===== src/fan_pwm_map.vh =====
// Register offsets, field positions, reset values and timing constants for the fan block
`ifndef FAN_PWM_MAP_VH
`define FAN_PWM_MAP_VH
// Register offsets
`define OFS_CONFIG_ONE 8'h00
`define OFS_CONFIG_TWO 8'h01
`define OFS_STATUS_ONE 8'h02
`define OFS_STATUS_TWO 8'h03
`define OFS_SPEED_READ 8'h08
`define OFS_TACH_TARGET 8'h10
`define OFS_LOC_HIGH 8'h14
`define OFS_LOC_LOW 8'h15
`define OFS_LOC_OVER 8'h16
`define OFS_REM_HIGH 8'h18
`define OFS_REM_LOW 8'h19
`define OFS_REM_OVER 8'h1A
`define OFS_LOC_SHUT 8'h1B
`define OFS_REM_SHUT 8'h1C
`define OFS_FAN_CHAR 8'h20
`define OFS_DUTY_CFG 8'h22
`define OFS_LOC_RAMP 8'h24
`define OFS_REM_RAMP 8'h25
// Field positions
`define INT_EN_BIT 1
`define MODE_HI 7
`define MODE_LO 5
`define FREQ_HI 5
`define FREQ_LO 3
`define DUTY_HI 3
`define DUTY_LO 0
`define EXT_OVER_BIT 7
`define START_HI 7
`define START_LO 3
`define SPAN_HI 2
`define SPAN_LO 0
// Mode codes
`define MODE_FIXED 3'h0
`define MODE_TARGET 3'h1
`define MODE_AUTO_REM 3'h4
`define MODE_AUTO_BOTH 3'h7
// Reset values
`define RST_CONFIG_ONE 8'h80
`define RST_FAN_CHAR 8'h5D
`define RST_DUTY_CFG 8'h00
`define RST_LOC_RAMP 8'h41
`define RST_REM_RAMP 8'h61
`define RST_TACH_TARGET 8'hFF
`define RST_LOC_HIGH 8'h3C
`define RST_LOC_OVER 8'h46
`define RST_REM_HIGH 8'h50
`define RST_REM_OVER 8'h64
// Duty and speed constants
`define DUTY_FULL 4'hF
`define DUTY_ZERO 4'h0
`define SPEED_STALL 8'hFE
`define SPEED_OVER 8'hFF
`define ZERO_BYTE 8'h00
// Tach reference clock divider (100 MHz / 11.25 kHz)
`define TACH_REF_DIV 8888
// Base PWM slot prescaler at 11.7 Hz with 15 slots (100 MHz / 175.5 Hz)
`define PWM_BASE_DIV 569800
// PWM rates in hundredths of a hertz for the eight frequency codes
`define PWM_RATE_0 1170
`define PWM_RATE_1 1560
`define PWM_RATE_2 2340
`define PWM_RATE_3 3125
`define PWM_RATE_4 3750
`define PWM_RATE_5 4690
`define PWM_RATE_6 6250
`define PWM_RATE_7 9350
`endif


===== src/fan_pwm_and_thermal_alarm.v =====
// Thermal alarm comparison, PWM fan drive and fan-speed measurement
`timescale 1ns/1ps
`include "fan_pwm_map.vh"
`default_nettype none
module fan_pwm_and_thermal_alarm #(
  parameter TACH_DIV = `TACH_REF_DIV,
  parameter PWM_DIV = `PWM_BASE_DIV
) (
  // Clock, reset, enable
  input wire i_mclk,
  input wire i_rst,
  input wire i_ce,
  // Register port (decoded bus from the serial slave)
  input wire [7:0] i_reg_addr,
  input wire i_reg_wr,
  input wire [7:0] i_reg_wdata,
  input wire i_reg_rd,
  output reg [7:0] o_reg_rdata,
  // Converter results
  input wire i_conv_done,
  input wire [7:0] i_local_temp,
  input wire [7:0] i_remote_temp,
  // Limit presets
  input wire i_limit_preset_pin0,
  input wire i_limit_preset_pin1,
  // Tachometer input
  input wire i_tach,
  // Open-drain pins, enable high while pulling low; shutdown outputs driven active high
  input wire i_overtemp_out_n,
  output reg o_overtemp_out_n,
  output reg o_overtemp_oe,
  output reg o_int_n,
  output reg o_int_oe,
  output reg o_local_shutdown_out,
  output reg o_remote_shutdown_out,
  // Fan drive
  output reg o_pwm
);
  // Host-visible registers
  reg [7:0] cfg1_reg;
  reg [7:0] speed_reg;
  reg [7:0] target_reg;
  reg [7:0] fchar_reg;
  reg [7:0] duty_cfg_reg;
  reg [7:0] lim_reg [0:7]; // 0..7: loc hi, loc lo, loc over, rem hi, rem lo, rem over, loc sd, rem sd
  reg [7:0] lramp_reg;
  reg [7:0] rramp_reg;
  reg [7:0] stat1_reg;
  reg ext_over_reg;
  reg [3:0] track_reg; // Duty code used in target mode
  reg preset_done_reg;
  // Overtemp fault latched at conversion end; limit fault vector decoded combinationally
  reg over_fault_reg;
  reg [7:0] limit_fault;
  // PWM timing
  reg [19:0] pre_reg;
  reg [3:0] slot_reg;
  reg [3:0] duty_code;
  reg [19:0] slot_last; // Last prescaler count of one slot
  // Tach measurement
  reg [13:0] ref_div_reg;
  reg [7:0] cnt_reg;
  reg [1:0] edge_cnt_reg;
  reg tach_d_reg;
  reg meas_reg;
  integer k;

  // Fault compare against each limit
  wire loc_hi = $signed(i_local_temp) > $signed(lim_reg[0]);
  wire loc_lo = $signed(i_local_temp) < $signed(lim_reg[1]);
  wire loc_ov = $signed(i_local_temp) > $signed(lim_reg[2]);
  wire rem_hi = $signed(i_remote_temp) > $signed(lim_reg[3]);
  wire rem_lo = $signed(i_remote_temp) < $signed(lim_reg[4]);
  wire rem_ov = $signed(i_remote_temp) > $signed(lim_reg[5]);
  wire loc_sd = $signed(i_local_temp) > $signed(lim_reg[6]);
  wire rem_sd = $signed(i_remote_temp) > $signed(lim_reg[7]);
  wire [2:0] mode = cfg1_reg[`MODE_HI:`MODE_LO];
  // Fan faults: stall always, underspeed suppressed in target mode
  wire stall = (speed_reg == `SPEED_OVER);
  wire under = (mode != `MODE_TARGET) && (speed_reg > target_reg);

  // Automatic ramp duty for one sensor
  function [3:0] ramp_duty;
    input [7:0] temp;
    input [7:0] ramp;
    input [3:0] min_duty;
    reg [7:0] start;
    reg [7:0] over;
    reg [11:0] scaled;
    reg [7:0] span;
    begin
      start = {1'b0, ramp[`START_HI:`START_LO], 2'h0};
      span = 8'h05 << ramp[`SPAN_HI:`SPAN_LO];
      over = temp - start;
      scaled = 12'h000;
      if (temp[7] || (temp <= start))
        ramp_duty = `DUTY_ZERO;
      else if (over >= span)
        ramp_duty = `DUTY_FULL;
      else
      begin
        scaled = {4'h0, over} * 12'h00F / {4'h0, span};
        ramp_duty = (scaled[3:0] < min_duty) ? min_duty : scaled[3:0];
      end
    end
  endfunction

  wire [3:0] rem_duty = ramp_duty(i_remote_temp, rramp_reg, duty_cfg_reg[`DUTY_HI:`DUTY_LO]);
  wire [3:0] loc_duty = ramp_duty(i_local_temp, lramp_reg, duty_cfg_reg[`DUTY_HI:`DUTY_LO]);
  reg [3:0] auto_duty_reg;

  // Active duty selection, external overtemp wins over every mode
  always @*
  begin
    if (ext_over_reg || !i_overtemp_out_n && !o_overtemp_oe)
      duty_code = `DUTY_FULL;
    else
      case (mode)
        `MODE_FIXED: duty_code = duty_cfg_reg[`DUTY_HI:`DUTY_LO];
        `MODE_TARGET: duty_code = track_reg;
        `MODE_AUTO_REM, `MODE_AUTO_BOTH: duty_code = auto_duty_reg;
        default: duty_code = duty_cfg_reg[`DUTY_HI:`DUTY_LO];
      endcase
  end

  // Register writes, preset load and status flags
  always @(posedge i_mclk)
  begin
    if (i_rst)
    begin
      cfg1_reg <= `RST_CONFIG_ONE;
      target_reg <= `RST_TACH_TARGET;
      fchar_reg <= `RST_FAN_CHAR;
      duty_cfg_reg <= `RST_DUTY_CFG;
      lramp_reg <= `RST_LOC_RAMP;
      rramp_reg <= `RST_REM_RAMP;
      lim_reg[0] <= `RST_LOC_HIGH;
      lim_reg[1] <= `ZERO_BYTE;
      lim_reg[2] <= `RST_LOC_OVER;
      lim_reg[3] <= `RST_REM_HIGH;
      lim_reg[4] <= `ZERO_BYTE;
      lim_reg[5] <= `RST_REM_OVER;
      lim_reg[6] <= `RST_REM_OVER;
      lim_reg[7] <= `RST_REM_OVER;
      stat1_reg <= `ZERO_BYTE;
      ext_over_reg <= 1'b0;
      preset_done_reg <= 1'b0;
      over_fault_reg <= 1'b0;
      auto_duty_reg <= `DUTY_ZERO;
      o_int_n <= 1'b1;
      o_int_oe <= 1'b0;
      o_overtemp_out_n <= 1'b1;
      o_overtemp_oe <= 1'b0;
      o_local_shutdown_out <= 1'b0;
      o_remote_shutdown_out <= 1'b0;
    end
    else if (i_ce)
    begin
      // Presets caught once after release, limits vary by pin setting
      if (!preset_done_reg)
      begin
        preset_done_reg <= 1'b1;
        for (k = 6; k < 8; k = k + 1)
          lim_reg[k] <= `RST_REM_OVER + {4'h0, i_limit_preset_pin1, i_limit_preset_pin0, 2'h0};
      end
      else if (i_reg_wr)
      begin
        case (i_reg_addr)
          `OFS_CONFIG_ONE: cfg1_reg <= i_reg_wdata;
          `OFS_TACH_TARGET: target_reg <= i_reg_wdata;
          `OFS_FAN_CHAR: fchar_reg <= i_reg_wdata;
          `OFS_DUTY_CFG: duty_cfg_reg <= i_reg_wdata;
          `OFS_LOC_RAMP: lramp_reg <= i_reg_wdata;
          `OFS_REM_RAMP: rramp_reg <= i_reg_wdata;
          `OFS_LOC_HIGH: lim_reg[0] <= i_reg_wdata;
          `OFS_LOC_LOW: lim_reg[1] <= i_reg_wdata;
          `OFS_LOC_OVER: lim_reg[2] <= i_reg_wdata;
          `OFS_REM_HIGH: lim_reg[3] <= i_reg_wdata;
          `OFS_REM_LOW: lim_reg[4] <= i_reg_wdata;
          `OFS_REM_OVER: lim_reg[5] <= i_reg_wdata;
          `OFS_LOC_SHUT: lim_reg[6] <= i_reg_wdata;
          `OFS_REM_SHUT: lim_reg[7] <= i_reg_wdata;
          default: ;
        endcase
      end
      // External pull seen only when this block is not driving; set beats read clear
      if (!i_overtemp_out_n && !o_overtemp_oe)
        ext_over_reg <= 1'b1;
      else if (i_reg_rd && i_reg_addr == `OFS_STATUS_TWO)
        ext_over_reg <= 1'b0;
      // Conversion end: refresh overtemp and shutdown pins and the auto duty
      if (i_conv_done)
      begin
        over_fault_reg <= loc_ov | rem_ov;
        o_overtemp_out_n <= !(loc_ov | rem_ov);
        o_overtemp_oe <= loc_ov | rem_ov;
        o_local_shutdown_out <= loc_sd;
        o_remote_shutdown_out <= rem_sd;
        auto_duty_reg <= (mode == `MODE_AUTO_BOTH && loc_duty > rem_duty) ? loc_duty : rem_duty;
      end
      // Status one: new faults set, read clears, set wins
      if (i_conv_done)
        stat1_reg <= ((i_reg_rd && i_reg_addr == `OFS_STATUS_ONE) ? `ZERO_BYTE : stat1_reg)
          | limit_fault;
      else if (i_reg_rd && i_reg_addr == `OFS_STATUS_ONE)
        stat1_reg <= `ZERO_BYTE;
      // Interrupt pin follows status and enable bit
      o_int_n <= !((stat1_reg != `ZERO_BYTE) && cfg1_reg[`INT_EN_BIT]);
      o_int_oe <= (stat1_reg != `ZERO_BYTE) && cfg1_reg[`INT_EN_BIT];
    end
  end

  // Status one layout: limit bits and one fan fault bit for stall or underspeed
  always @*
  begin
    limit_fault = {stall | under, rem_hi, rem_lo, loc_hi, loc_lo, rem_ov, loc_ov, 1'b0};
  end

  // Slot length per rate code, scaled from the slowest rate; integer division rounds down
  localparam [31:0] SLOT_F0 = PWM_DIV;
  localparam [31:0] SLOT_F1 = PWM_DIV * `PWM_RATE_0 / `PWM_RATE_1;
  localparam [31:0] SLOT_F2 = PWM_DIV * `PWM_RATE_0 / `PWM_RATE_2;
  localparam [31:0] SLOT_F3 = PWM_DIV * `PWM_RATE_0 / `PWM_RATE_3;
  localparam [31:0] SLOT_F4 = PWM_DIV * `PWM_RATE_0 / `PWM_RATE_4;
  localparam [31:0] SLOT_F5 = PWM_DIV * `PWM_RATE_0 / `PWM_RATE_5;
  localparam [31:0] SLOT_F6 = PWM_DIV * `PWM_RATE_0 / `PWM_RATE_6;
  localparam [31:0] SLOT_F7 = PWM_DIV * `PWM_RATE_0 / `PWM_RATE_7;
  // Rate table lookup; rates are not powers of two, so no plain shift
  always @*
  begin
    case (fchar_reg[`FREQ_HI:`FREQ_LO])
      3'h0: slot_last = SLOT_F0[19:0] - 20'h00001;
      3'h1: slot_last = SLOT_F1[19:0] - 20'h00001;
      3'h2: slot_last = SLOT_F2[19:0] - 20'h00001;
      3'h3: slot_last = SLOT_F3[19:0] - 20'h00001;
      3'h4: slot_last = SLOT_F4[19:0] - 20'h00001;
      3'h5: slot_last = SLOT_F5[19:0] - 20'h00001;
      3'h6: slot_last = SLOT_F6[19:0] - 20'h00001;
      default: slot_last = SLOT_F7[19:0] - 20'h00001;
    endcase
  end

  // Prescaled slot counter and comparator form the PWM
  always @(posedge i_mclk)
  begin
    if (i_rst)
    begin
      pre_reg <= 20'h00000;
      slot_reg <= 4'h0;
      o_pwm <= 1'b0;
    end
    else if (i_ce)
    begin
      // Higher frequency codes shorten the slot time
      if (pre_reg >= slot_last)
      begin
        pre_reg <= 20'h00000;
        slot_reg <= (slot_reg == 4'hE) ? 4'h0 : slot_reg + 4'h1; // 15 slots give fifteenths
      end
      else
        pre_reg <= pre_reg + 20'h00001;
      o_pwm <= (slot_reg < duty_code);
    end
  end

  // First clock of a PWM period, present even at 0 or 100 percent drive
  wire period_start = (slot_reg == 4'h0) && (pre_reg == 20'h00000);

  // Tach period counter, reference-clock gated over two tach periods
  always @(posedge i_mclk)
  begin
    if (i_rst)
    begin
      ref_div_reg <= 14'h0000;
      cnt_reg <= `ZERO_BYTE;
      edge_cnt_reg <= 2'h0;
      tach_d_reg <= 1'b0;
      meas_reg <= 1'b0;
      speed_reg <= `SPEED_OVER;
      track_reg <= `DUTY_FULL;
    end
    else if (i_ce)
    begin
      tach_d_reg <= i_tach;
      // One reference tick every TACH_DIV clocks
      ref_div_reg <= (ref_div_reg >= TACH_DIV[13:0] - 14'h0001) ? 14'h0000 :
        ref_div_reg + 14'h0001;
      // Start at a PWM period start when idle; a steady drive has no edge to start on
      if (!meas_reg && period_start)
      begin
        meas_reg <= 1'b1;
        edge_cnt_reg <= 2'h0;
        cnt_reg <= `ZERO_BYTE;
      end
      else if (meas_reg)
      begin
        if (i_tach && !tach_d_reg)
          edge_cnt_reg <= edge_cnt_reg + 2'h1;
        // Count between first and third seen edges, saturating
        if (edge_cnt_reg != 2'h0 && ref_div_reg == 14'h0000 && cnt_reg != `SPEED_OVER)
          cnt_reg <= cnt_reg + 8'h01;
        if ((edge_cnt_reg == 2'h3) || (cnt_reg == `SPEED_OVER))
        begin
          meas_reg <= 1'b0;
          speed_reg <= cnt_reg;
          // Larger count means slower fan
          if (mode == `MODE_TARGET && cnt_reg > target_reg && track_reg != `DUTY_FULL)
            track_reg <= track_reg + 4'h1;
          else if (mode == `MODE_TARGET && cnt_reg < target_reg && track_reg != `DUTY_ZERO)
            track_reg <= track_reg - 4'h1;
        end
      end
    end
  end

  // Registered read data, unmapped offsets read zero
  always @(posedge i_mclk)
  begin
    if (i_rst)
      o_reg_rdata <= `ZERO_BYTE;
    else if (i_ce)
      case (i_reg_addr)
        `OFS_CONFIG_ONE: o_reg_rdata <= cfg1_reg;
        `OFS_STATUS_ONE: o_reg_rdata <= stat1_reg;
        `OFS_STATUS_TWO: o_reg_rdata <= {ext_over_reg, 6'h00, over_fault_reg};
        `OFS_SPEED_READ: o_reg_rdata <= speed_reg;
        `OFS_TACH_TARGET: o_reg_rdata <= target_reg;
        `OFS_FAN_CHAR: o_reg_rdata <= fchar_reg;
        `OFS_DUTY_CFG: o_reg_rdata <= duty_cfg_reg;
        `OFS_LOC_RAMP: o_reg_rdata <= lramp_reg;
        `OFS_REM_RAMP: o_reg_rdata <= rramp_reg;
        `OFS_LOC_HIGH: o_reg_rdata <= lim_reg[0];
        `OFS_LOC_LOW: o_reg_rdata <= lim_reg[1];
        `OFS_LOC_OVER: o_reg_rdata <= lim_reg[2];
        `OFS_REM_HIGH: o_reg_rdata <= lim_reg[3];
        `OFS_REM_LOW: o_reg_rdata <= lim_reg[4];
        `OFS_REM_OVER: o_reg_rdata <= lim_reg[5];
        `OFS_LOC_SHUT: o_reg_rdata <= lim_reg[6];
        `OFS_REM_SHUT: o_reg_rdata <= lim_reg[7];
        default: o_reg_rdata <= `ZERO_BYTE;
      endcase
  end
endmodule // fan_pwm_and_thermal_alarm
`default_nettype wire


===== config.mk =====
export PLATFORM = sky130hd
export DESIGN_NAME = fan_pwm_and_thermal_alarm
export DESIGN_NICKNAME = d
export VERILOG_FILES = /design/src/fan_pwm_and_thermal_alarm.v
export VERILOG_INCLUDE_DIRS = /design/src
export SDC_FILE = /design/constraint.sdc
export NUM_CORES = 1
export LEC_CHECK = 0
export BUFFER_PORTS_ARGS = -buffer_cell sky130_fd_sc_hd__buf_2
export CAP_MARGIN = 20
export CORE_ASPECT_RATIO = 1.5
export CORE_MARGIN = 2
export CORE_UTILIZATION = 60
export CTS_BUF_LIST = sky130_fd_sc_hd__clkbuf_16
export DETAILED_ROUTE_END_ITERATION = 16
export GPL_TIMING_DRIVEN = 0
export PLACE_DENSITY = 0.77
export SLEW_MARGIN = 5
export SYNTH_ARGS = -nofsm -noshare
export SYNTH_HDL_FRONTEND = slang
export SYNTH_SLANG_ARGS = --single-unit

===== constraint.sdc =====
create_clock -name i_mclk -period 34.6 [get_ports i_mclk]
set_input_delay 6.92 -clock i_mclk [delete_from_list [all_inputs] [get_ports i_mclk]]
set_output_delay 6.92 -clock i_mclk [all_outputs]
set_load 0.01 [all_outputs]

# Word level (Yosys, flattened, before mapping)
# Memory sizes are Yosys's and may differ from the RTL's.
# Cells that the tools add are included.
dict set report op_classes {
  n_addsub 10
  mul 2
  div_mod_pow 2
  magnitude_cmp 21
  eq_ne 32
  shifts 2
  n_mux 93
  bitwise 14
  reduce_logical 52
}
# op n
set op_table {}
lappend op_table {{case mux 20 bit (7 select lines)} 1}
lappend op_table {{case mux 8 bit (17 select lines)} 1}
lappend op_table {{two-way mux 8 bit} 15}
lappend op_table {{equality test 8 x 5 -> 1 bit, second input constant} 9}
lappend op_table {{> comparator 8 bit} 8}
lappend op_table {{two-way mux 1 bit} 59}
lappend op_table {{two-way mux 4 bit} 11}
lappend op_table {{equality test 8 x 6 -> 1 bit, second input constant} 4}
lappend op_table {{AND reduction 4 bit} 7}
lappend op_table {{divider 12 x 8 -> 12 bit} 2}
lappend op_table {{less-than comparator 8 bit} 3}
lappend op_table {{multiplier 8 x 4 -> 12 bit, second input constant} 2}
lappend op_table {{adder 20 x 1 -> 20 bit, second input constant} 1}
lappend op_table {{greater-or-equal comparator 20 bit} 1}
lappend op_table {{zero test 20 bit} 1}
lappend op_table {{two-way mux 20 bit} 1}
lappend op_table {{equality test 8 x 2 -> 1 bit, second input constant} 2}
lappend op_table {{equality test 8 bit, second input constant} 2}
lappend op_table {{greater-or-equal comparator 8 bit} 2}
lappend op_table {{<= comparator 8 x 7 -> 1 bit} 2}
lappend op_table {{<< shifter 3 x 3 -> 8 bit, first input constant} 2}
lappend op_table {{subtractor 8 x 7 -> 8 bit} 2}
lappend op_table {{equality test 3 bit, second input constant} 5}
lappend op_table {{logical AND 1 bit} 15}
lappend op_table {{other kinds (36)} 70}
dict set report totals {
  ff_bits 139
  ram_bits 64
  input_bits 42
  output_inout_bits 15
  wordCells 256
  mem_count 1
}
# name words word_bits rd rd_ports_with_merged_regs write_ports line_no
set mem_list {}
lappend mem_list {lim_reg 8 8 8 0 8 fan_pwm_and_thermal_alarm.v:45} ;# reg [7:0] lim_reg [0:7];

# Longest topological paths before layout
# Gate-level depths: netlist of the first run.
dict set report logic_depth {
  word_depth 10
  mapped_depth 122
}

# Least setup slack after synthesis of the first run
# No wires, ideal clock.
dict set report synth_timing {
  kind {input port to flip-flop}
  from {input port i_local_temp[2]}
  to {register auto_duty_reg[2]}
  arrival_ns 28.011
  required_ns 34.526
  slack_ns 6.515
  path_stages 109
  path_buffers 7
  cell_sequence {inv_1 ha_1 inv_1 fa_1 a21o_1 a21oi_2 xor2_2 inv_1 ha_1 fa_1 ha_1 or3_1 o32a_1 xor2_1 ha_1 o21a_1 or3_1 and2_1 [... 73 more ...] a21o_1 a21o_1 a21oi_1 nor2b_1 o21ai_0 nand2b_1 a21oi_1 o311ai_1 a21oi_2 or3_1 o211a_2 inv_1 ha_1 nand3_1 o2111ai_1 nor2_1 or3_1 a31oi_1}
}
dict set report synth_between {
  elab_chain_cells 10
  elab_cells_between_ends 13
}
# item line_no
set synth_rtl {}
lappend synth_rtl {{start: declaration} fan_pwm_and_thermal_alarm.v:21} ;# input wire [7:0] i_local_temp,
lappend synth_rtl {{subtractor 8 x 7 -> 8 bit} fan_pwm_and_thermal_alarm.v:94} ;# over = temp - start;
lappend synth_rtl {{multiplier 8 x 4 -> 12 bit} fan_pwm_and_thermal_alarm.v:102} ;# scaled = {4'h0, over} * 12'h00F / {4'h0, span};
lappend synth_rtl {{divider 12 x 8 -> 12 bit} fan_pwm_and_thermal_alarm.v:102}
lappend synth_rtl {{less-than comparator 4 bit} fan_pwm_and_thermal_alarm.v:103} ;# ramp_duty = (scaled[3:0] < min_duty) ? min_duty : scaled[3:0];
lappend synth_rtl {{two-way mux 4 bit} fan_pwm_and_thermal_alarm.v:103}
lappend synth_rtl {{two-way mux 4 bit} fan_pwm_and_thermal_alarm.v:98} ;# else if (over >= span)
lappend synth_rtl {{two-way mux 4 bit *} fan_pwm_and_thermal_alarm.v:96} ;# if (temp[7] || (temp <= start))
lappend synth_rtl {{> comparator 4 bit} fan_pwm_and_thermal_alarm.v:199} ;# auto_duty_reg <= (mode == `MODE_AUTO_BOTH && loc_duty > rem_duty) ? loc_duty : rem_duty;
lappend synth_rtl {{logical AND 1 bit} fan_pwm_and_thermal_alarm.v:199}
lappend synth_rtl {{two-way mux 4 bit *} fan_pwm_and_thermal_alarm.v:199}
lappend synth_rtl {{end signal: assignment} fan_pwm_and_thermal_alarm.v:149} ;# auto_duty_reg <= `DUTY_ZERO;
lappend synth_rtl {{end signal: assignment} fan_pwm_and_thermal_alarm.v:199}
lappend synth_rtl {{end: declaration} fan_pwm_and_thermal_alarm.v:110} ;# reg [3:0] auto_duty_reg;
# Mark *: on every way between the ends. The rest lies on a longest branch, timed or not.
# A chain may end at the register's enable or synchronous reset.

# Worst setup path in the final report of the first run
# Ends and elaborated chain as after synthesis.

==> summary.md, run 1 <==
| Metric | Value |
|---|---|
| GRT overflow | 0 |
| Synthesized area | 21300 µm² |
| Flip-flop count of the largest register after layout | 64 |
| Die Wd | 158 µm |
| Resized Gates After CTS | 0 |
| GRT Total Usage | 35.0% |
| Post-route DRC | 0 |
| Via-to-Cell Ratio | 6.40 |
| FF+latch count, synth | 202 |
| Worst Reg-to-Reg Cells | 111 |
| Post-synth EDFFs | 64 |
| Slew Limit Headroom | 28.5% |
| Final hold violation count | 0 |
| Die Area | 37000 µm² |
| Initial antenna violation count | 1 |
| Syn avg cell area | 8.00 µm² |
| Worst hold stages | 2 |
| Synthesized Nets | 3026 |
| Initial DRC count | 1551 |
| Worst-case hold path end point | duty_cfg_reg[7]$_SDFFE_PP0P_ |
| Critical Path Max Stage Delay | 0.57 ns |
| First-pass GRT wire length | 103 mm |
| First drt pass iteration count | 6 |
| Final Wtd Congestion | 0.978 |
| Cells after Synth | 2659 |
| Slew of the pin with the lowest slew margin | 1.06 ns |
| Via count | 20685 |
| Hold slack | 0.484 ns |
| Synth Area in Adders | 19.8% |
| Synth-to-Final Area Change | 7.15% |
| Post-CTS Hold Buffers | 0 |
| CTS H-tree depth | 1 |
| Worst Setup End Kind | flip-flop |
| Crit path time final | 32.19 ns |
| Unrepaired setup endpoints after global routing | false |
| TritonCTS buffer count | 18 |
| Vias in the first global route | 20217 |
| Critical path data arrival time | 32.62 ns |
| I/O pin count | 57 |
| Slowest cell on crit path | o21ai_0 |
| Share of layout cells above drive strength 1 | 6.93% |
| Crit Path Max Fanout | 10 |
| Setup Fix Bufs, Post-CTS | 0 |
| Synth Area in Simple Gates | 21.5% |
| Root Buffer | clkbuf_16 |
| Post-route ant nets | 0 |
| Final clock skew | 0.0140 ns |
| WS Path Type | primary input to flip-flop |
| Compound-gate portion of the synthesized area | 23.4% |
| CTS tree | yes |
| Count of cell types in the netlist | 111 |
| Post-synthesis sequential area ratio | 22.0% |
| Reg2reg end | auto_duty_reg[2]$_SDFFE_PP0P_ |
| Total Wirelength | 65.0 mm |
| R2R Path Start | lramp_reg[3]$_SDFFE_PP0P_ |
| Max Buffers Root-to-Sink | 3 |
| Max cap viols | 0 |
| Critical Path RT | 35.03 ns |
| Worst hold path type | flip-flop to flip-flop |
| Reg-to-reg setup timing slack | 8.56 ns |
| Worst hold path startpoint | duty_cfg_reg[7]$_SDFFE_PP0P_ |
| Outcome | complete, no violations |
| Chip Height | 235 µm |
| Initial Utilization | 60.8% |
| Largest net degree at the start of global routing | 17 |
| Drt wl/cell | 20.1 µm |
| Main synth FF type | dfxtp_1 |
| Critical Path Source | i_local_temp[2] |
| Syn. warnings | 0 |
| Pins Over Slew Limit | 0 |
| Mux contribution to synthesized area | 3.85% |
| Latest clock arrival within the worst-skew pair | 0.51 ns |
| Final nets | 3111 |
| Core ar. | 35000 µm² |
| Largest family of logic cells by synthesized area | compound AO/OA/AOI/OAI gates |
| Worst path most repeated cell | ha_1 |
| Setup TNS | 0 ns |
| Xor-xnor portion of the synthesized cell area | 4.48% |
| Rows | 84 |
| Clock-pin slew on the worst setup and hold paths | 0.07 ns |
| Crit path max-delay family | compound AO/OA/AOI/OAI gates |
| Fraction of registers with async set/reset | 0% |
| Period utilization | 93.0% |
| # port buffers | 53 |
| Peak Freq | 31.1 MHz |
| Buf/Inv on CP | 12 |
| Clock sinks | 202 |
| Hpwl dp | 51.4 mm |
| CP startpoint kind | primary input |
| Setup-failing EPs final | 0 |
| Fill count | 3076 |
-- cell usage after synthesis, types with 11 or more instances --
master,instances,area (µm²)
or3_1,27,169
and3_1,20,125
o31a_1,11,96.3
mux2i_1,46,460
o31ai_1,23,173
nor2_1,231,867
nand4_1,32,200
and2_1,57,357
o21ai_0,122,611
dfxtp_1,138,2760
a31oi_1,22,138
xor2_1,40,350
o22ai_1,12,75.1
a221oi_1,19,166
nor3_1,81,405
a21oi_1,206,1030
a211oi_1,14,105
a21o_1,40,300
nor2b_1,36,225
a22oi_1,12,90.1
xnor2_1,65,569
clkbuf_1,63,236
a21boi_0,19,143
or2_2,17,106
mux2_2,20,225
ha_1,306,3830
nand2_1,263,987
fa_1,19,380
edfxtp_1,64,1920
inv_1,195,732
nor4_1,17,106
o211ai_1,41,308
o21a_1,70,526
nand3_1,61,305
nand2b_1,58,363
-- final cells by class --
class / instances / area [µm²] / share of cell area, %
diodes: 2 / 5.00 / 0.0220
plain buffers: 76 / 300 / 1.32
clock buffers: 19 / 475 / 2.09
clock inverters: 12 / 104 / 0.456
inverters: 198 / 746 / 3.27
multi-input cells: 2183 / 15500 / 68.2
flip-flops and latches: 202 / 4680 / 20.6
well taps: 473 / 592 / 2.60
repair buffers: 65 / 333 / 1.46
-- metal layers --
layer	vias up	track usage (%)	routed length (µm)
met3	240	2.89	3660
met5	-	0	12
met1	9808	39.6	25000
met2	792	64.0	32300
met4	2	19.5	4030
li1	9843	-	-
-- kinds of logic (layout without fill, tap and decap cells) --
group                      Yosys count  count (layout)
buffers and inverters              274             370
AOI/OAI and AO/OA                  733             733
xor gates and xnor gates           107             107
adders and majority gates          326             326
muxes                               74              74
and+or+nand+nor                    943             943
DFF                                202             202
other                                0               2
-- cell usage in the layout (no fill, tap or decap), types with 12 or more instances in the layout --
master,Yosys,routed
ha_1,306,306
o21ai_0,122,122
or3_1,27,27
nor2b_1,36,36
a21oi_1,206,206
a21o_1,40,40
nor4_1,17,16
a211oi_1,14,14
fa_1,19,19
buf_2,6,68
and2_1,57,57
nor3_1,81,80
xnor2_1,65,65
o21a_1,70,70
edfxtp_1,64,64
dfxtp_1,138,138
a21boi_0,19,19
xor2_1,40,40
nand4_1,32,32
nand2_1,263,263
clkbuf_1,63,63
o22ai_1,12,12
and3_1,20,20
or2_2,17,17
mux2i_1,46,46
clkbuf_16,0,19
nor2_1,231,231
o31ai_1,23,23
nand3_1,61,61
a31oi_1,22,22
a221oi_1,19,19
a22oi_1,12,12
inv_1,195,197
mux2_2,20,20
o211ai_1,41,41
nand2b_1,58,58
-- worst min-delay path, cell delays in order (launching register included) --
cell	delay [ns]
dfxtp_1	0.32
nand2_1	0.06
a21oi_1	0.06
-- worst max path at each step --
| stage | end | slack [ns] | cells past startpoint |
|---|---|---|---|
| 3_3_place_gp | auto_duty_reg[0]$_SDFFE_PP0P_ | 3.01 | 110 |
| 4_1_cts | auto_duty_reg[2]$_SDFFE_PP0P_ | 2.80 | 111 |
| 3_5_place_dp | auto_duty_reg[2]$_SDFFE_PP0P_ | 2.37 | 111 |
| 2_1_floorplan | auto_duty_reg[2]$_SDFFE_PP0P_ | 6.51 | 109 |
| 6_report | auto_duty_reg[2]$_SDFFE_PP0P_ | 2.41 | 113 |
| 5_1_grt | auto_duty_reg[2]$_SDFFE_PP0P_ | 0.61 | 113 |
-- metrics by stage --
stage | worst slack, ns | cells | utilization [%] | cell area [µm²]
2_1_floorplan | 6.51 | 2659 | - | 21300
3_3_place_gp | 3.01 | 3185 | 63.2 | 22100
3_5_place_dp | 2.37 | 3189 | 63.3 | 22200
4_1_cts | 2.80 | 3220 | 65.0 | 22700
5_1_grt | 0.609 | 3228 | 65.1 | 22800
6_report | 2.41 | 3230 | 65.1 | 22800
Power of run 1 is left out: the tool's default activity adds up to more than one toggle a clock period on the data nets, which glitch-free logic cannot reach.
==> inputs of run 2 (changes only) <==
Settings changed: BUFFER_PORTS_ARGS -buffer_cell sky130_fd_sc_hd__buf_2 to default, DONT_BUFFER_PORTS from default to 1, PLACE_DENSITY 0.77 to 0.76.
==> run 2 against run 1 <==
  * Register-to-register slack improved by 0.30 ns
  * Highest routed layer is now met4
  * Fmax is 1.5% higher
  * Hold slack got worse by 0.0026 ns
  * Clock-buffer cell count unchanged
  * Via count is 0.85% lower
  * Critical path depth decreased by 2
==> summary.md, run 2 (synthesis gave the netlist of run 1 again) <==
| Metric | Value |
|---|---|
| Outcome | complete, no violations |
| Max Buffers Root-to-Sink | 3 (unchanged) |
| Slowest cell on crit path | o21ai_0 |
| TritonCTS buffer count | 19 (+1) |
| Setup Fix Bufs, Post-CTS | 0 (unchanged) |
| I/O pin count | 57 (unchanged) |
| Critical path data arrival time | 32.15 ns (-0.47 ns) |
| Final nets | 3054 (-1.8%) |
| CP startpoint kind | primary input |
| Post-Place Cells | 3135 (-1.7%) |
| Rows | 84 (unchanged) |
| Initial antenna violation count | 0 (-1) |
| Initial Utilization | 60.8% (unchanged) |
| CTS tree | yes |
| Peak Freq | 31.5 MHz (+1.5%) |
| Pins Over Slew Limit | 0 (unchanged) |
| Final Wtd Congestion | 1.01 (+2.7%) |
| Reg-to-reg setup timing slack | 8.86 ns (+0.30 ns) |
| Die Wd | 158 µm (unchanged) |
| Critical Path RT | 35.02 ns (about the same) |
| Via count | 20509 (-0.85%) |
| Unrepaired setup endpoints after global routing | false |
| Worst path most repeated cell | ha_1 |
| First-pass GRT wire length | 104 mm (+0.85%) |
| Post-route ant nets | 0 (unchanged) |
| Post-CTS Hold Buffers | 0 (unchanged) |
| R2R Path Start | lramp_reg[3]$_SDFFE_PP0P_ |
| Most frequent cells in the layout | 306 x ha_1, 263 x nand2_1, 231 x nor2_1, 206 x a21oi_1, 198 x inv_1 |
| Crit Path Max Fanout | 10 (unchanged) |
| Via-to-Cell Ratio | 6.47 (+1.0%) |
| GRT overflow | 0 (unchanged) |
| Critical Path Max Stage Delay | 0.53 ns (-0.04 ns) |
| Non-filler cells, final | 3170 (-1.9%) |
| Root Buffer | clkbuf_16 |
| Setup TNS | 0 ns (unchanged) |
| Slew of the pin with the lowest slew margin | 1.08 ns (+0.0205 ns) |
| Worst Reg-to-Reg Cells | 110 (-0.90%) |
| Total Wirelength | 64.8 mm (-0.32%) |
| Final core occ | 64.2% (-0.88 points) |
| Synth-to-Final Area Change | 5.70% |
| Worst hold path type | flip-flop to flip-flop |
| Die Area | 37000 µm² (unchanged) |
| WS Path Type | primary input to flip-flop |
| Drt wl/cell | 20.5 µm (+1.6%) |
| Worst Setup End Kind | flip-flop |
| Worst-case hold path end point | duty_cfg_reg[7]$_SDFFE_PP0P_ |
| Clock sinks | 202 (unchanged) |
| Flip-flop count of the largest register after layout | 64 (unchanged) |
| Clock-pin slew on the worst setup and hold paths | 0.07 ns (about the same) |
| Resized Gates After CTS | 0 (unchanged) |
| Worst hold path startpoint | duty_cfg_reg[7]$_SDFFE_PP0P_ |
| Post-route DRC | 0 (unchanged) |
| Crit path time final | 31.72 ns (-0.465 ns) |
| Commonest non-fill, non-tap cell in the layout | ha_1 |
| Final clock skew | 0.0195 ns (+0.00551 ns) |
| Slew Limit Headroom | 27.0% (-1.5 points) |
| Hpwl dp | 51.1 mm (-0.56%) |
| Period utilization | 91.7% (-1.3 points) |
| GRT Total Usage | 35.2% (+0.24 points) |
| Reg2reg end | auto_duty_reg[2]$_SDFFE_PP0P_ |
| Chip Height | 235 µm (unchanged) |
| # port buffers | 0 (-100%) |
| Setup-failing EPs final | 0 (unchanged) |
| Initial DRC count | 1614 (+4.1%) |
| CTS H-tree depth | 1 (unchanged) |
| Core ar. | 35000 µm² (unchanged) |
| Vias in the first global route | 20340 (+0.61%) |
| First drt pass iteration count | 8 (+2) |
| Max cap viols | 0 (unchanged) |
| Final hold violation count | 0 (unchanged) |
| Inserted Diodes | 0 (-2) |
| Worst hold stages | 2 (unchanged) |
| Latest clock arrival within the worst-skew pair | 0.51 ns (about the same) |
| Largest net degree at the start of global routing | 16 (-1) |
| Share of layout cells above drive strength 1 | 5.01% (-1.9 points) |
==> run 2: how the worst max path moves through the flow <==
stage               startpoint                            end  slack (ns)  cells after the start
5_1_grt        i_local_temp[2]  auto_duty_reg[2]$_SDFFE_PP0P_        0.50                    111
2_1_floorplan  i_local_temp[2]  auto_duty_reg[2]$_SDFFE_PP0P_        6.51                    109
3_3_place_gp   i_local_temp[2]  auto_duty_reg[0]$_SDFFE_PP0P_        3.20                    110
3_5_place_dp   i_local_temp[2]  auto_duty_reg[3]$_SDFFE_PP0P_        2.68                    111
6_report       i_local_temp[2]  auto_duty_reg[2]$_SDFFE_PP0P_        2.88                    111
4_1_cts        i_local_temp[2]  auto_duty_reg[2]$_SDFFE_PP0P_        3.09                    112
==> run 2: layout make-up <==
class,count,area [µm²]
buffer,76,300
clock buffer,19,475
clock inverter,12,90.1
fill,3101,12500
inverter,198,746
multi-input combinational,2183,15500
sequential,202,4680
tap,473,592
timing repair buffer,7,42.5
==> run 2: worst max-delay path, delay by kind of cell <==
| kind | cells | cell delay [ns] |
|---|---|---|
| adder cells (fa/ha/maj) | 16 | 5.07 |
| XOR/XNOR | 3 | 0.95 |
| multiplexers | 2 | 0.72 |
| AND/OR/NAND/NOR | 21 | 4.26 |
| buffers and inverters | 11 | 2.11 |
| AO/OA/AOI/OAI | 58 | 12.13 |
==> run 2: metal layers <==
layer	GRT usage, %	up-vias	part of all wire [%]	wire, µm
met1	39.1	9730	38	24300
li1	-	9716	-	-
met5	0	-	0	0
met2	64.9	816	50	32400
met4	18.3	0	6.2	4000
met3	4.53	247	6.4	4120
==> run 2: per-stage QoR <==
step,hold slack (ns),setup slack [ns],area [µm²]
after CTS,0.472,3.09,22500
after detailed placement,0.460,2.68,21900
after global placement,0.456,3.20,21900
final,0.481,2.88,22500
after floorplan,0.436,6.51,21300
after global routing,0.493,0.501,22500
Power of run 2 is left out for the same reason.
==> inputs of run 3 (changes only) <==
Settings changed: CORE_UTILIZATION 60 to 45, PLACE_DENSITY 0.76 to default.
==> run 3 against run 2 <==
  * Die area is 33% higher
  * Clock skew shrank 0.010 ns
  * Fmax fell by 1.4%
  * Register-to-register slack got worse by 0.48 ns
  * Critical path depth stayed put
  * First-iteration DRC count decreased by 26%
  * Worst setup slack worse by 0.44 ns
==> summary.md, run 3 (synthesis gave the netlist of run 1 again) <==
| Metric | Value |
|---|---|
| Outcome | complete, no violations |
| Rows | 97 (+15%) |
| Chip Height | 270 µm (+15%) |
| Post-route ant nets | 0 (unchanged) |
| Slowest cell on crit path | o21ai_0 |
| Period utilization | 93.0% (+1.3 points) |
| Crit Path Max Fanout | 10 (unchanged) |
| Final nets | 3055 (+0.033%) |
| Initial antenna violation count | 1 (+1) |
| Inserted Diodes | 0 (unchanged) |
| Via count | 19924 (-2.9%) |
| Setup Fix Bufs, Post-CTS | 0 (unchanged) |
| Worst Setup End Kind | flip-flop |
| Crit path max-delay family | compound AO/OA/AOI/OAI gates |
| Unrepaired setup endpoints after global routing | false |
| Initial Utilization | 45.5% (-15 points) |
| Core ar. | 46700 µm² (+34%) |
| Vias in the first global route | 19608 (-3.6%) |
| Max cap viols | 0 (unchanged) |
| Total Wirelength | 68.4 mm (+5.6%) |
| Worst hold path type | flip-flop to flip-flop |
| Final Wtd Congestion | 0.971 (-3.4%) |
| First drt pass iteration count | 6 (-2) |
| Top Usage Layer GRT | met2 |
| Grt met1 use | 30.1% (-8.9 points) |
| Drt wl/cell | 20.8 µm (+1.6%) |
| Slew of the pin with the lowest slew margin | 1.21 ns (+0.122 ns) |
| I/O pin count | 57 (unchanged) |
| Clock sinks | 202 (unchanged) |
| Root Buffer | clkbuf_16 |
| CP startpoint kind | primary input |
| Final hold violation count | 0 (unchanged) |
| Share of layout cells above drive strength 1 | 5.18% (+0.18 points) |
| Synth-to-Final Area Change | 6.48% |
| Critical Path RT | 35.04 ns (+0.02 ns) |
| Area of the multi-input gates | 15600 µm² (about the same) |
| Critical path data arrival time | 32.60 ns (+0.45 ns) |
| TritonCTS buffer count | 19 (unchanged) |
| Critical Path Max Stage Delay | 0.57 ns (+0.04 ns) |
| Latest clock arrival within the worst-skew pair | 0.51 ns (about the same) |
| Pins Over Slew Limit | 0 (unchanged) |
| Via-to-Cell Ratio | 6.05 (-6.5%) |
| Worst path most repeated cell | ha_1 |
| CTS tree | yes |
| Resized Gates After CTS | 0 (unchanged) |
| Post-route DRC | 0 (unchanged) |
| Largest net degree at the start of global routing | 17 (+1) |
| Setup-failing EPs final | 0 (unchanged) |
| Peak Freq | 31.1 MHz (-1.4%) |
| Initial DRC count | 1197 (-26%) |
| Hpwl dp | 54.7 mm (+7.1%) |
| WS Path Type | primary input to flip-flop |
| Final clock skew | 0.00906 ns (-0.0105 ns) |
| Fill count | 4533 (+46%) |
| Clock-pin slew on the worst setup and hold paths | 0.07 ns (about the same) |
| Setup TNS | 0 ns (unchanged) |
| Die Wd | 181 µm (+15%) |
| Post-CTS Hold Buffers | 0 (unchanged) |
| Commonest non-fill, non-tap cell in the layout | ha_1 |
| Buf/Inv on CP | 12 (+1) |
| GRT overflow | 0 (unchanged) |
| Flip-flop count of the largest register after layout | 64 (unchanged) |
| GR Util met2 | 51.8% (-13 points) |
| # port buffers | 0 (unchanged) |
| First-pass GRT wire length | 107 mm (+3.1%) |
| Most frequent cells in the layout | 306 x ha_1, 263 x nand2_1, 231 x nor2_1, 206 x a21oi_1, 197 x inv_1 |
| CTS H-tree depth | 1 (unchanged) |
| Slew Limit Headroom | 19.0% (-8.0 points) |
| Die Area | 49000 µm² (+33%) |
| GR met3 Demand/Resource | 2.85% (-1.7 points) |
| Storage element area | 4680 µm² (unchanged) |
| GRT Total Usage | 27.3% (-7.9 points) |
| Max Buffers Root-to-Sink | 3 (unchanged) |
| Crit path time final | 32.16 ns (+0.439 ns) |
[run 3: cell type report]
type | instances | share of cell area, %
multi-input cells | 2183 | 68.7
plain buffers | 76 | 1.33
clock buffers | 20 | 2.21
repair buffers | 8 | 0.199
inverters | 198 | 3.29
clock inverters | 14 | 0.315
well taps | 594 | 3.28
flip-flops and latches | 202 | 20.7
[run 3: through the flow]
stage	util, %	hold slack, ns	std cells	area (µm²)	worst slack [ns]
after floorplan	-	0.436	2659	21300	6.51
after global placement	47.1	0.449	3253	22000	2.64
after detailed placement	47.1	0.454	3253	22000	2.06
after CTS	48.4	0.468	3287	22600	2.48
after global routing	48.5	0.493	3295	22600	0.101
final	48.5	0.476	3295	22600	2.44
[run 3: final timing paths]
kind              slack, ns                       from  cells after the start                             to
hold reg to reg        0.48  fchar_reg[7]$_SDFFE_PP0P_                      2      fchar_reg[7]$_SDFFE_PP0P_
setup reg to reg       8.38  lramp_reg[3]$_SDFFE_PP0P_                    110  auto_duty_reg[2]$_SDFFE_PP0P_
hold / removal         0.48  fchar_reg[7]$_SDFFE_PP0P_                      2      fchar_reg[7]$_SDFFE_PP0P_
setup / recovery       2.44            i_local_temp[2]                    111  auto_duty_reg[2]$_SDFFE_PP0P_
[run 3: worst register-to-register path: cells and delay by family, from the launching register on]
family / cells / cell delay [ns]
compound gates: 57 / 12.43
xor+xnor: 3 / 0.96
fa+ha+maj: 16 / 5.18
buf+inv: 11 / 2.27
flops: 1 / 0.47
mux: 1 / 0.40
simple gates: 22 / 4.48
[run 3: metal layers]
layer  routed length (µm)  part of all wire [%]  up-vias
li1                     -                     -     9728
met1                26600                    39     9482
met2                35200                    51      529
met3                 3170                   4.6      183
met4                 3480                   5.1        2
met5                    8                 0.012        -
Power of run 3 is left out for the same reason.
